[config.mk]
export PLATFORM = sky130hd
export DESIGN_NAME = bit_clear_and_test_skip
export DESIGN_NICKNAME = d
export VERILOG_FILES = /design/src/bcts_pkg.sv /design/src/bit_clear_and_test_skip.sv
export SDC_FILE = /design/constraint.sdc
export NUM_CORES = 1
export LEC_CHECK = 0
export ABC_AREA = 1
export ABC_CLOCK_PERIOD_IN_PS = 3000
export BUFFER_PORTS_ARGS = -buffer_cell sky130_fd_sc_hd__buf_2
export CORE_UTILIZATION = 47
export CTS_BUF_LIST = sky130_fd_sc_hd__clkbuf_4 sky130_fd_sc_hd__clkbuf_8
export CTS_CLUSTER_DIAMETER = 40
export DETAILED_ROUTE_END_ITERATION = 16
export GPL_ROUTABILITY_DRIVEN = 1
export PLACE_DENSITY = 0.89
export SYNTH_ARGS = -nofsm -noshare
export SYNTH_HDL_FRONTEND = slang
export SYNTH_SLANG_ARGS = --single-unit
[constraint.sdc]
create_clock -name clock -period 3 [get_ports clock]
set_clock_uncertainty 0.2 [all_clocks]
set_input_delay 0.45 -clock clock [delete_from_list [all_inputs] [get_ports clock]]
set_output_delay 0.45 -clock clock [all_outputs]
set_load 0.05 [all_outputs]
[src/bcts_pkg.sv]
package bcts_pkg;

  // Operand widths
  localparam int unsigned ADDR_W = 7;
  localparam int unsigned BIT_W  = 3;
  localparam int unsigned DATA_W = 8;

  // Largest legal operands
  localparam logic [6:0] ADDR_MAX = 7'h7F;
  localparam logic [2:0] BIT_MAX  = 3'h7;

  // Seed of the one-hot bit mask
  localparam logic [7:0] BIT_ONE  = 8'h01;

  // Operations handed over by the decoder
  typedef enum logic [1:0] {
    BCTS_OP_NONE,
    BCTS_OP_CLEAR,
    BCTS_OP_SKIP_CLR,
    BCTS_OP_SKIP_SET
  } bcts_op_t;

  // One decoded instruction
  typedef struct packed {
    bcts_op_t    op;
    logic [6:0]  addr;
    logic [2:0]  bitIdx;
  } bcts_instr_t;

  // Write-back to the register file
  typedef struct packed {
    logic        en;
    logic [6:0]  addr;
    logic [7:0]  data;
  } bcts_wr_t;

  // Execution state
  typedef enum logic {
    BCTS_EXEC,
    BCTS_SKIP
  } bcts_phase_t;

  typedef struct packed {
    bcts_phase_t phase;
    bcts_wr_t    wr;
    logic        skipNext;
  } bcts_state_t;

  localparam bcts_wr_t WR_RESET = '{en: 1'b0, addr: 7'h00, data: 8'h00};

endpackage

[src/bit_clear_and_test_skip.sv]
// Operation
// - A bit-clear writes zero into bit b of register f and keeps the other bits.
// - A test-skip-if-clear lets the next instruction run when the tested bit is one.
// - A test-skip-if-clear with the tested bit zero replaces the next instruction by a no-op, taking two cycles.
// - A test-skip-if-set skips the next instruction when the tested bit is one.
`timescale 1ns/10ps
module bit_clear_and_test_skip (
  // Clock and reset
  input  wire logic                 clock,
  input  wire logic                 reset_n,
  // Decoded instruction
  input  wire logic                 instrValid,
  input  wire bcts_pkg::bcts_instr_t instr,
  // Register-file read port (combinational read of instr.addr)
  output logic [6:0]                rdAddr,
  input  wire logic [7:0]           rdData,
  // Register-file write port
  output bcts_pkg::bcts_wr_t        wr,
  // Fetch-stage control
  output logic                      squash,
  output logic                      skipTaken,
  // Status flags write enable
  output logic                      statusWrEn
);

  bcts_pkg::bcts_state_t state;
  bcts_pkg::bcts_state_t next_state;
  logic                  tested;
  logic [7:0]            clearMask;

  // Read address follows the operand; bit index picks the tested bit
  assign rdAddr    = instr.addr;
  assign tested    = rdData[instr.bitIdx];
  // Mask is built from the 8-bit seed BIT_ONE, so no wider shifter result can leak in
  assign clearMask = ~(bcts_pkg::BIT_ONE << instr.bitIdx);

  // Squash is combinational so fetch drops the slot in the skip cycle
  assign squash     = (state.phase == bcts_pkg::BCTS_SKIP);
  assign skipTaken  = state.skipNext;
  assign wr         = state.wr;
  assign statusWrEn = 1'b0;

  // Next-state logic
  always_comb begin
    next_state          = state;
    next_state.wr       = bcts_pkg::WR_RESET;
    next_state.skipNext = 1'b0;
    next_state.phase    = bcts_pkg::BCTS_EXEC;
    unique case (state.phase)
      bcts_pkg::BCTS_EXEC: begin
        if (instrValid) begin
          unique case (instr.op)
            bcts_pkg::BCTS_OP_CLEAR: begin
              next_state.wr.en   = 1'b1;
              next_state.wr.addr = instr.addr;
              next_state.wr.data = rdData & clearMask;
            end
            bcts_pkg::BCTS_OP_SKIP_CLR: begin
              if (!tested) begin
                next_state.phase    = bcts_pkg::BCTS_SKIP;
                next_state.skipNext = 1'b1;
              end
            end
            bcts_pkg::BCTS_OP_SKIP_SET: begin
              if (tested) begin
                next_state.phase    = bcts_pkg::BCTS_SKIP;
                next_state.skipNext = 1'b1;
              end
            end
            bcts_pkg::BCTS_OP_NONE: begin
              next_state.phase = bcts_pkg::BCTS_EXEC;
            end
          endcase
        end
      end
      // Discarded slot executes as a no-op; input ignored
      bcts_pkg::BCTS_SKIP: begin
        next_state.phase = bcts_pkg::BCTS_EXEC;
      end
    endcase
  end

  // State register
  always_ff @(posedge clock or negedge reset_n) begin
    if (!reset_n) begin
      state.phase    <= bcts_pkg::BCTS_EXEC;
      state.wr       <= bcts_pkg::WR_RESET;
      state.skipNext <= 1'b0;
    end else begin
      state <= next_state;
    end
  end

  // Checks
  // Qualifiers mirror the taking rule: a slot offered while squash is high
  // is the discarded instruction and must leave no trace.
  logic takeAny;
  logic takeClear;
  logic takeSkipClr;
  logic takeSkipSet;
  logic takeNone;
  logic skipNow;

  // Checker qualifiers only; no state behind them
  assign takeAny     = instrValid && !squash;
  assign takeClear   = takeAny && (instr.op == bcts_pkg::BCTS_OP_CLEAR);
  assign takeSkipClr = takeAny && (instr.op == bcts_pkg::BCTS_OP_SKIP_CLR);
  assign takeSkipSet = takeAny && (instr.op == bcts_pkg::BCTS_OP_SKIP_SET);
  assign takeNone    = takeAny && (instr.op == bcts_pkg::BCTS_OP_NONE);
  assign skipNow     = (takeSkipClr && !tested) || (takeSkipSet && tested);

  a_clear_bit_zero: assert property (@(posedge clock) disable iff (!reset_n)
    instrValid && !squash && instr.op == bcts_pkg::BCTS_OP_CLEAR |=> wr.en && wr.data[$past(instr.bitIdx)] == 1'b0)
    else $error("cleared bit not zero");

  a_clear_others_kept: assert property (@(posedge clock) disable iff (!reset_n)
    instrValid && !squash && instr.op == bcts_pkg::BCTS_OP_CLEAR |=> (wr.data | (bcts_pkg::BIT_ONE << $past(instr.bitIdx)))
      == ($past(rdData) | (bcts_pkg::BIT_ONE << $past(instr.bitIdx))))
    else $error("other bits changed");

  a_skipclr_no_skip: assert property (@(posedge clock) disable iff (!reset_n)
    instrValid && !squash && instr.op == bcts_pkg::BCTS_OP_SKIP_CLR && tested |=> !squash)
    else $error("skipped with bit set");

  a_skipclr_two_cycle: assert property (@(posedge clock) disable iff (!reset_n)
    instrValid && !squash && instr.op == bcts_pkg::BCTS_OP_SKIP_CLR && !tested |=> squash ##1 !squash)
    else $error("skip not one slot");

  a_skipset_skip: assert property (@(posedge clock) disable iff (!reset_n)
    instrValid && !squash && instr.op == bcts_pkg::BCTS_OP_SKIP_SET |=> squash == $past(tested))
    else $error("skip-if-set wrong");

  a_clear_addr_kept: assert property (@(posedge clock) disable iff (!reset_n)
    instrValid && !squash && instr.op == bcts_pkg::BCTS_OP_CLEAR |=> wr.addr == $past(instr.addr))
    else $error("write address wrong");

  a_flags_untouched: assert property (@(posedge clock) disable iff (!reset_n)
    !statusWrEn)
    else $error("status flags written");

  a_skip_no_write: assert property (@(posedge clock) disable iff (!reset_n)
    squash |=> !wr.en)
    else $error("write during skipped slot");

  a_clear_no_skip: assert property (@(posedge clock) disable iff (!reset_n)
    takeClear |=> !squash && !skipTaken)
    else $error("clear caused a skip");

  a_clear_data_value: assert property (@(posedge clock) disable iff (!reset_n)
    takeClear |=> wr.data == ($past(rdData) & ~(bcts_pkg::BIT_ONE << $past(instr.bitIdx))))
    else $error("clear data wrong");

  a_skipclr_no_write: assert property (@(posedge clock) disable iff (!reset_n)
    takeSkipClr |=> !wr.en)
    else $error("skip-if-clear wrote");

  a_skipclr_runs_on: assert property (@(posedge clock) disable iff (!reset_n)
    takeSkipClr && tested |=> !skipTaken)
    else $error("skip flag with bit set");

  a_skip_flag_match: assert property (@(posedge clock) disable iff (!reset_n)
    skipTaken == squash)
    else $error("skip flag and squash differ");

  a_skipped_ignored: assert property (@(posedge clock) disable iff (!reset_n)
    squash |=> !squash)
    else $error("skipped slot started a skip");

  a_skip_cause: assert property (@(posedge clock) disable iff (!reset_n)
    squash |-> $past(skipNow))
    else $error("skip without a taken test");

  a_skipset_no_write: assert property (@(posedge clock) disable iff (!reset_n)
    takeSkipSet |=> !wr.en)
    else $error("skip-if-set wrote");

  a_skipset_two_cycle: assert property (@(posedge clock) disable iff (!reset_n)
    takeSkipSet && tested |=> squash ##1 !squash)
    else $error("skip-if-set not one slot");

  a_none_quiet: assert property (@(posedge clock) disable iff (!reset_n)
    takeNone |=> !wr.en && !squash)
    else $error("empty op acted");

  a_idle_quiet: assert property (@(posedge clock) disable iff (!reset_n)
    !takeAny |=> !wr.en)
    else $error("write without a taken clear");

  // Main scenarios, back-to-back clears included
  c_clear: cover property (@(posedge clock) disable iff (!reset_n) wr.en);
  c_back_to_back: cover property (@(posedge clock) disable iff (!reset_n)
    takeClear ##1 takeClear);
  c_skip_clr: cover property (@(posedge clock) disable iff (!reset_n)
    instrValid && instr.op == bcts_pkg::BCTS_OP_SKIP_CLR && !tested ##1 squash);
  c_skip_set: cover property (@(posedge clock) disable iff (!reset_n)
    instrValid && instr.op == bcts_pkg::BCTS_OP_SKIP_SET && tested ##1 squash);
  c_no_skip: cover property (@(posedge clock) disable iff (!reset_n)
    instrValid && !squash && instr.op == bcts_pkg::BCTS_OP_SKIP_CLR && tested);

endmodule

== Word level (Yosys, flattened, before mapping) ==
Cells that the tools add are included.
Word-level totals
  register bits: 18
  bits of input ports: 23
Cells by class
  order comparisons: 1
  equal/unequal tests: 3
  shift-type cells: 1
  mux-type cells: 9
  bitwise operators: 3
Operators by type and width (count)
  $mux 18: 1
  $mux 17: 1
  $mux 16: 1
  $and 8x8->8: 1
  $not 8->8: 1
  $shl 1x3->8 const A: 1
  $eq 2x2->1 const B: 2
  $lt 3x4->1 const B: 1
  $pmux 1 s2: 2
  $bmux 1 s3: 1
  $mux 1: 3
  $eq 2x1->1 const B: 1
  $not 1->1: 1

== Logic depth before layout (Yosys ltp) ==
Gate-level depths: netlist of the first run.
  depth in word-level cells: 6
  depth in mapped cells: 9
  mapped depth without buffers: 8

== Worst setup path before layout of the first run ==
Ideal clock, no wire load.
  path kind: reg2out
  start point: register state, in the netlist squash
  end point: output squash
  data arrival time: 0.922 ns
  slack: 1.428 ns
  stages on the path, launching flop included: 2
  path buffers: 1
  path through: dfrtp_1 -> buf_4
RTL lines
  start, declared: line bit_clear_and_test_skip.sv:26  | bcts_pkg::bcts_state_t state;
  start signal, assigned: line bit_clear_and_test_skip.sv:90  | state <= next_state;
  end, declared: line bit_clear_and_test_skip.sv:20  | output logic squash,
No word-level cell between the ends.

==> flow_summary.ini, run 1 <==
[run_status]
run_status = complete, no violations

[pwr]
seq_power_share_pct = 50.0
power.share.clock_pct = 26.4
cellPowerDensity_nw_per_um2 = 469
net-switching-power_uw = 149
share_comb_of_total_power_pct = 23.7
p_int_uw = 326
static_leakage_nw = 0.655
p_total_uw = 475
vdd_drop_max_mv = 0.180
power.share.switching_pct = 31.4

[yosys]
yosys.cell_count.top_type = sky130_fd_sc_hd__nand2_1
synth_nets = 117
synth_cells = 94
synth-edff-count = 0
synth.ff_latch_count = 17
netlist.top_cell.by_area = sky130_fd_sc_hd__dfrtp_1
postSynthAreaPerCell_um2 = 8.52
synth_area_leaders = sky130_fd_sc_hd__dfrtp_1 (53%), sky130_fd_sc_hd__nand2_1 (10%), sky130_fd_sc_hd__buf_4 (8.4%)
synth.cells.most_frequent = sky130_fd_sc_hd__nand2_1 (22), sky130_fd_sc_hd__dfrtp_1 (17), sky130_fd_sc_hd__nor2_1 (16)
ys_seq_area_share_pct = 53.1
synth_cell_type_count = 15
dominantRegCellSynth = sky130_fd_sc_hd__dfrtp_1
share_of_the_synthesized_area_in_the_top_cell_type_pct = 53.1
synth-warning-count = 0
netlist_area_before_placement_um2 = 801
synth_async_sr_flop_share_pct = 100

[clock_tree]
post_cts_resized = 0
clk-insertion-delay-late_ps = 280
clkTransAtPathRegs_ps = 90
post_cts.repair.setup_buffers = 0
tritoncts.num_buffers = 3
clock_sink_count = 17
tritoncts = built
root_buffer = sky130_fd_sc_hd__clkbuf_4
cts_hold_buf = 1
cts_buffer_depth = 2
htree_num_levels = 1

[layout]
diodes = 0
layout.nets = 159
final-seq-area_um2 = 425
multi_input_comb_area_um2 = 238
post_layout_inst_area_um2 = 1010
fillCellCount = 134
flow.area_growth_from_synthesis_pct = 26.4
final_layout_size_suffix_gt1_share_pct = 41.5

[timing]
hold_viol = 0
finalWorstPathRequiredPeriod_ps = 1600
drv_slew = 0
unrepaired_setup_endpoints_after_global_routing = no
setup_viol_count_final = 0
finalSetupTns_ps = 0
achievable-frequency_mhz = 625
fin_hold_ws_ps = 170
post-route-period-util_pct = 53.4
fin_ws_ps = 1400

[worst_setup_path]
regToRegStartpoint = squash
critical_path.startpoint_type = flop
critPathBufInv = 1
startpoint = squash
criticalPathCategory = flop to output pin
path_delay_family = flip-flops
worst-endpoint-required_ps = 2350
cpMaxStageDelayCell = sky130_fd_sc_hd__dfrtp_1
arrival_time_worst_endpoint_ps = 950
cp-end-kind = output pin
worst_path_max_stage_delay_ps = 390
worst-path-max-fanout = 4
cells_traversed_along_the_worst_timing_path = buf_2

[place]
routabilityCongestion = 0.836
placement.io_buffers = 47
dp_hpwl_um = 1180
detailedPlace.worstSlack_ps = 1380
placedInstanceArea_um2 = 972

[drt]
detailedRoute.firstPassIterationCount = 4
detail_route.wirelength_um = 1450
vias_per_cell = 4.66
routedWlPerCell_um = 9.62
drt_drc_violations_left = 0
route.antenna.remaining_nets = 0
first_iter_violations = 9
detailroute.via_count = 703

[grt]
grt_antenna_before_repair = 0
grt_pass1_vias = 591
maximum_number_of_pins_on_one_net_before_global_route_repair = 18
grt-ovfl-total = 0
grtUsageTotal_pct = 16.9
wire_length_of_the_first_global_routing_pass_um = 2300

[worst_hold_path]
holdCritStartpoint = instr[6]
hold_class = input port to flop

[die]
floorplan_core_area_um2 = 1540
die-area_um2 = 1870
floorplan.initialDensity_pct = 51.9
die_w_um = 43.3
std_cell_rows = 14
boundaryPins = 49
dieHeight_um = 43.3

[job]
max_cap_viol_count = 0
cell type report:
cell class	count	area share, %
clock buffer	4	2.97
inverter	13	5.32
multi-input combinational	53	23.5
sequential	17	42.0
tap	16	1.98
timing repair buffer	48	24.2
power groups by stage:
| stage | clock network, mW | registers, mW | logic (mW) |
|---|---|---|---|
| 2_1_floorplan | 0 | 0.266 | 0.0607 |
| 3_3_place_gp | 0 | 0.242 | 0.110 |
| 3_5_place_dp | 0 | 0.242 | 0.112 |
| 4_1_cts | 0.128 | 0.237 | 0.113 |
| 5_1_grt | 0.138 | 0.238 | 0.122 |
| 6_report | 0.125 | 0.237 | 0.112 |
cells by family after synthesis:
| kind of cell | synth area share (%) |
|---|---|
| AO/OA/AOI/OAI | 5.94 |
| AND/OR/NAND/NOR | 23.3 |
| flip-flops | 53.1 |
| buffers and inverters | 17.2 |
| other | 0.468 |
through the flow:
stage / utilization [%] / std cells
floorplan: - / 94
global placement: 63.1 / 146
detailed placement: 63.1 / 146
CTS: 65.7 / 151
global route: 65.7 / 151
finish: 65.7 / 151
state kept, by name, indices dropped and copies added, names as in the netlist:
name and cells:
squash 1, wr 16
cell usage in the layout, fill, tap and decap left out, drive strengths merged:
cell,count
o21ai,6
dfrtp,17
nor2,16
nor3b,1
inv,13
a21oi,1
a31oi,2
nand2,23
clkbuf,4
nand3,3
buf,47
conb,1
dlygate4sd3,1
worst paths after layout:
check | to | slack, ps | cells past startpoint
worst max register to register | wr[7] | 1550 | 5
worst min register to register | squash | 370 | 3
worst min-delay path | wr[11] | 170 | 3
worst max-delay path | skipTaken | 1400 | 1
max in group asynchronous | wr[13] | 1930 | 2
min in group asynchronous | wr[8] | 410 | 2
per-layer routing:
layer	global-route usage, %	part of all wire [%]	vias up	wire [um]
met3	2.55	8.9	2	129
met4	9.09	1.7	0	24
met2	29.0	49	42	707
li1	-	-	353	-
met1	20.2	41	306	590
met5	0	0	-	0
Power figures use the tool's default switching activity.
==> run 2, diff against run 1 <==
--- a/config.mk
+++ b/config.mk
@@ -6,14 +6,14 @@
 export NUM_CORES = 1
 export LEC_CHECK = 0
 export ABC_AREA = 1
-export ABC_CLOCK_PERIOD_IN_PS = 3000
+export ABC_CLOCK_PERIOD_IN_PS = 1700
 export BUFFER_PORTS_ARGS = -buffer_cell sky130_fd_sc_hd__buf_2
-export CORE_UTILIZATION = 47
+export CORE_UTILIZATION = 43
 export CTS_BUF_LIST = sky130_fd_sc_hd__clkbuf_4 sky130_fd_sc_hd__clkbuf_8
 export CTS_CLUSTER_DIAMETER = 40
 export DETAILED_ROUTE_END_ITERATION = 16
 export GPL_ROUTABILITY_DRIVEN = 1
-export PLACE_DENSITY = 0.89
+export PLACE_DENSITY = 0.83
 export SYNTH_ARGS = -nofsm -noshare
 export SYNTH_HDL_FRONTEND = slang
 export SYNTH_SLANG_ARGS = --single-unit
==> constraint.sdc (replaced) <==
create_clock -name clock -period 1.7 [get_ports clock]
set_clock_uncertainty 0.2 [all_clocks]
set_input_delay 0.255 -clock clock [delete_from_list [all_inputs] [get_ports clock]]
set_output_delay 0.255 -clock clock [all_outputs]
set_load 0.05 [all_outputs]
==> run 2 against run 1 <==
  * First-iteration DRC count is 56% higher
  * Non-clock buffer count is 11 higher
  * Critical path depth is 2 higher
  * Critical path type is now input port to output pin
==> flow_summary.ini, run 2 (synthesis gave the netlist of run 1 again) <==
[layout]
fin_cells = 171
final_cell_mix = sky130_fd_sc_hd__buf_2 (47), sky130_fd_sc_hd__nand2_1 (22), sky130_fd_sc_hd__dfrtp_1 (17), sky130_fd_sc_hd__nor2_1 (16), sky130_fd_sc_hd__inv_1 (12)
layout.cells.most_common = sky130_fd_sc_hd__buf_2
final_layout_size_suffix_gt1_share_pct = 39.0
flow.area_growth_from_synthesis_pct = 40.9
diodes = 0
largest_register_ffs = 16
post_layout_inst_area_um2 = 1130
multi_input_comb_area_um2 = 238
final-seq-area_um2 = 425
regMostFlops = wr
fillCellCount = 164
layout.nets = 170

[die]
dieHeight_um = 45.2
std_cell_rows = 15
boundaryPins = 49
floorplan.initialDensity_pct = 46.4
die-area_um2 = 2040
floorplan_core_area_um2 = 1730
die_w_um = 45.2

[worst_setup_path]
worst-path-max-fanout = 2
worst-endpoint-required_ps = 1240
criticalPathCategory = input port to output pin
arrival_time_worst_endpoint_ps = 1150
critical_path.startpoint_type = input port
cp-end-kind = output pin
reg2reg_slack_ps = 450

[clock_tree]
clock_sink_count = 17
tritoncts.num_buffers = 3
clkTransAtPathRegs_ps = 90
htree_num_levels = 1
tritoncts = built
post_cts_resized = 0
cts_buffer_depth = 2
root_buffer = sky130_fd_sc_hd__clkbuf_4
clk-insertion-delay-late_ps = 280

[pwr]
vdd_drop_max_mv = 0.379
p_total_uw = 842
static_leakage_nw = 0.700
cellPowerDensity_nw_per_um2 = 746

[grt]
globalRouteMet1Util_pct = 19.0
met2_track_utilization_from_global_routing_pct = 32.2
grt_antenna_before_repair = 0
grt-ovfl-total = 0
global_route_layer_with_the_greatest_usage = met2
wire_length_of_the_first_global_routing_pass_um = 2500
grt.met3_usage_pct = 4.00
grt_pass1_vias = 655
grtUsageTotal_pct = 18.2
maximum_number_of_pins_on_one_net_before_global_route_repair = 18

[timing]
finalWorstPathRequiredPeriod_ps = 1610
post-route-period-util_pct = 94.5
unrepaired_setup_endpoints_after_global_routing = no
finalSetupTns_ps = 0
achievable-frequency_mhz = 623
fin_ws_ps = 94.3
hold_viol = 0
setup_viol_count_final = 0
drv_slew = 0

[worst_hold_path]
hold_class = input port to flop

[place]
placedInstanceArea_um2 = 991
placement.io_buffers = 47
dp_hpwl_um = 1200
detailedPlace.worstSlack_ps = 400
place.detailed.instances = 156
routabilityCongestion = 0.768

[drt]
first_iter_violations = 14
detailroute.via_count = 740
route.antenna.remaining_nets = 0
vias_per_cell = 4.33
detailedRoute.firstPassIterationCount = 4
drt_drc_violations_left = 0
routedWlPerCell_um = 9.30
detail_route.wirelength_um = 1590

[job]
max_cap_viol_count = 0

[run_status]
run_status = complete, no violations
run 2: timing repair:
item	CTS	global route
buffers inserted	0	0
setup endpoints to repair	0	0
endpoints found under the hold margin	27	0
hold buffers	11	0
run 2: stage by stage:
stage | util [%] | hold WS, ps
floorplan | - | -241
global placement | 57.4 | -22.5
finish | 65.4 | 13.7
CTS | 65.4 | 2.62
global route | 65.4 | 13.0
detailed placement | 57.4 | -17.1
run 2: where the power goes:
group	total (mW)	internal, mW	switching [mW]
Clock	0.205	0.0872	0.118
Sequential	0.419	0.415	0.00332
Combinational	0.218	0.0685	0.149
run 2: layer usage:
| layer | share of wire (%) | up-vias |
|---|---|---|
| met5 | 0 | - |
| met4 | 1.1 | 0 |
| met3 | 9.6 | 2 |
| met2 | 49 | 42 |
| met1 | 40 | 321 |
| li1 | - | 375 |
run 2: cell type report:
class | instances | area share [%]
clock buffer | 3 | 2.00
clock inverter | 1 | 0.443
inverter | 13 | 4.77
multi-input combinational | 53 | 21.1
sequential | 17 | 37.7
tap | 25 | 2.77
timing repair buffer | 59 | 31.3
run 2: worst paths after layout:
check	startpoint	endpoint	cells past startpoint
setup / recovery	instr[8]	rdAddr[5]	3
hold / removal	rdData[1]	wr[1]	3
setup reg to reg	squash	wr[7]	5
hold reg to reg	squash	squash	3
max in group asynchronous	reset_n	wr[7]	2
min in group asynchronous	reset_n	wr[9]	2
run 2: worst max-delay path, cell delays in order:
cell and delay, ps:
sky130_fd_sc_hd__dlygate4sd3_1 530, sky130_fd_sc_hd__buf_2 110, sky130_fd_sc_hd__buf_2 250
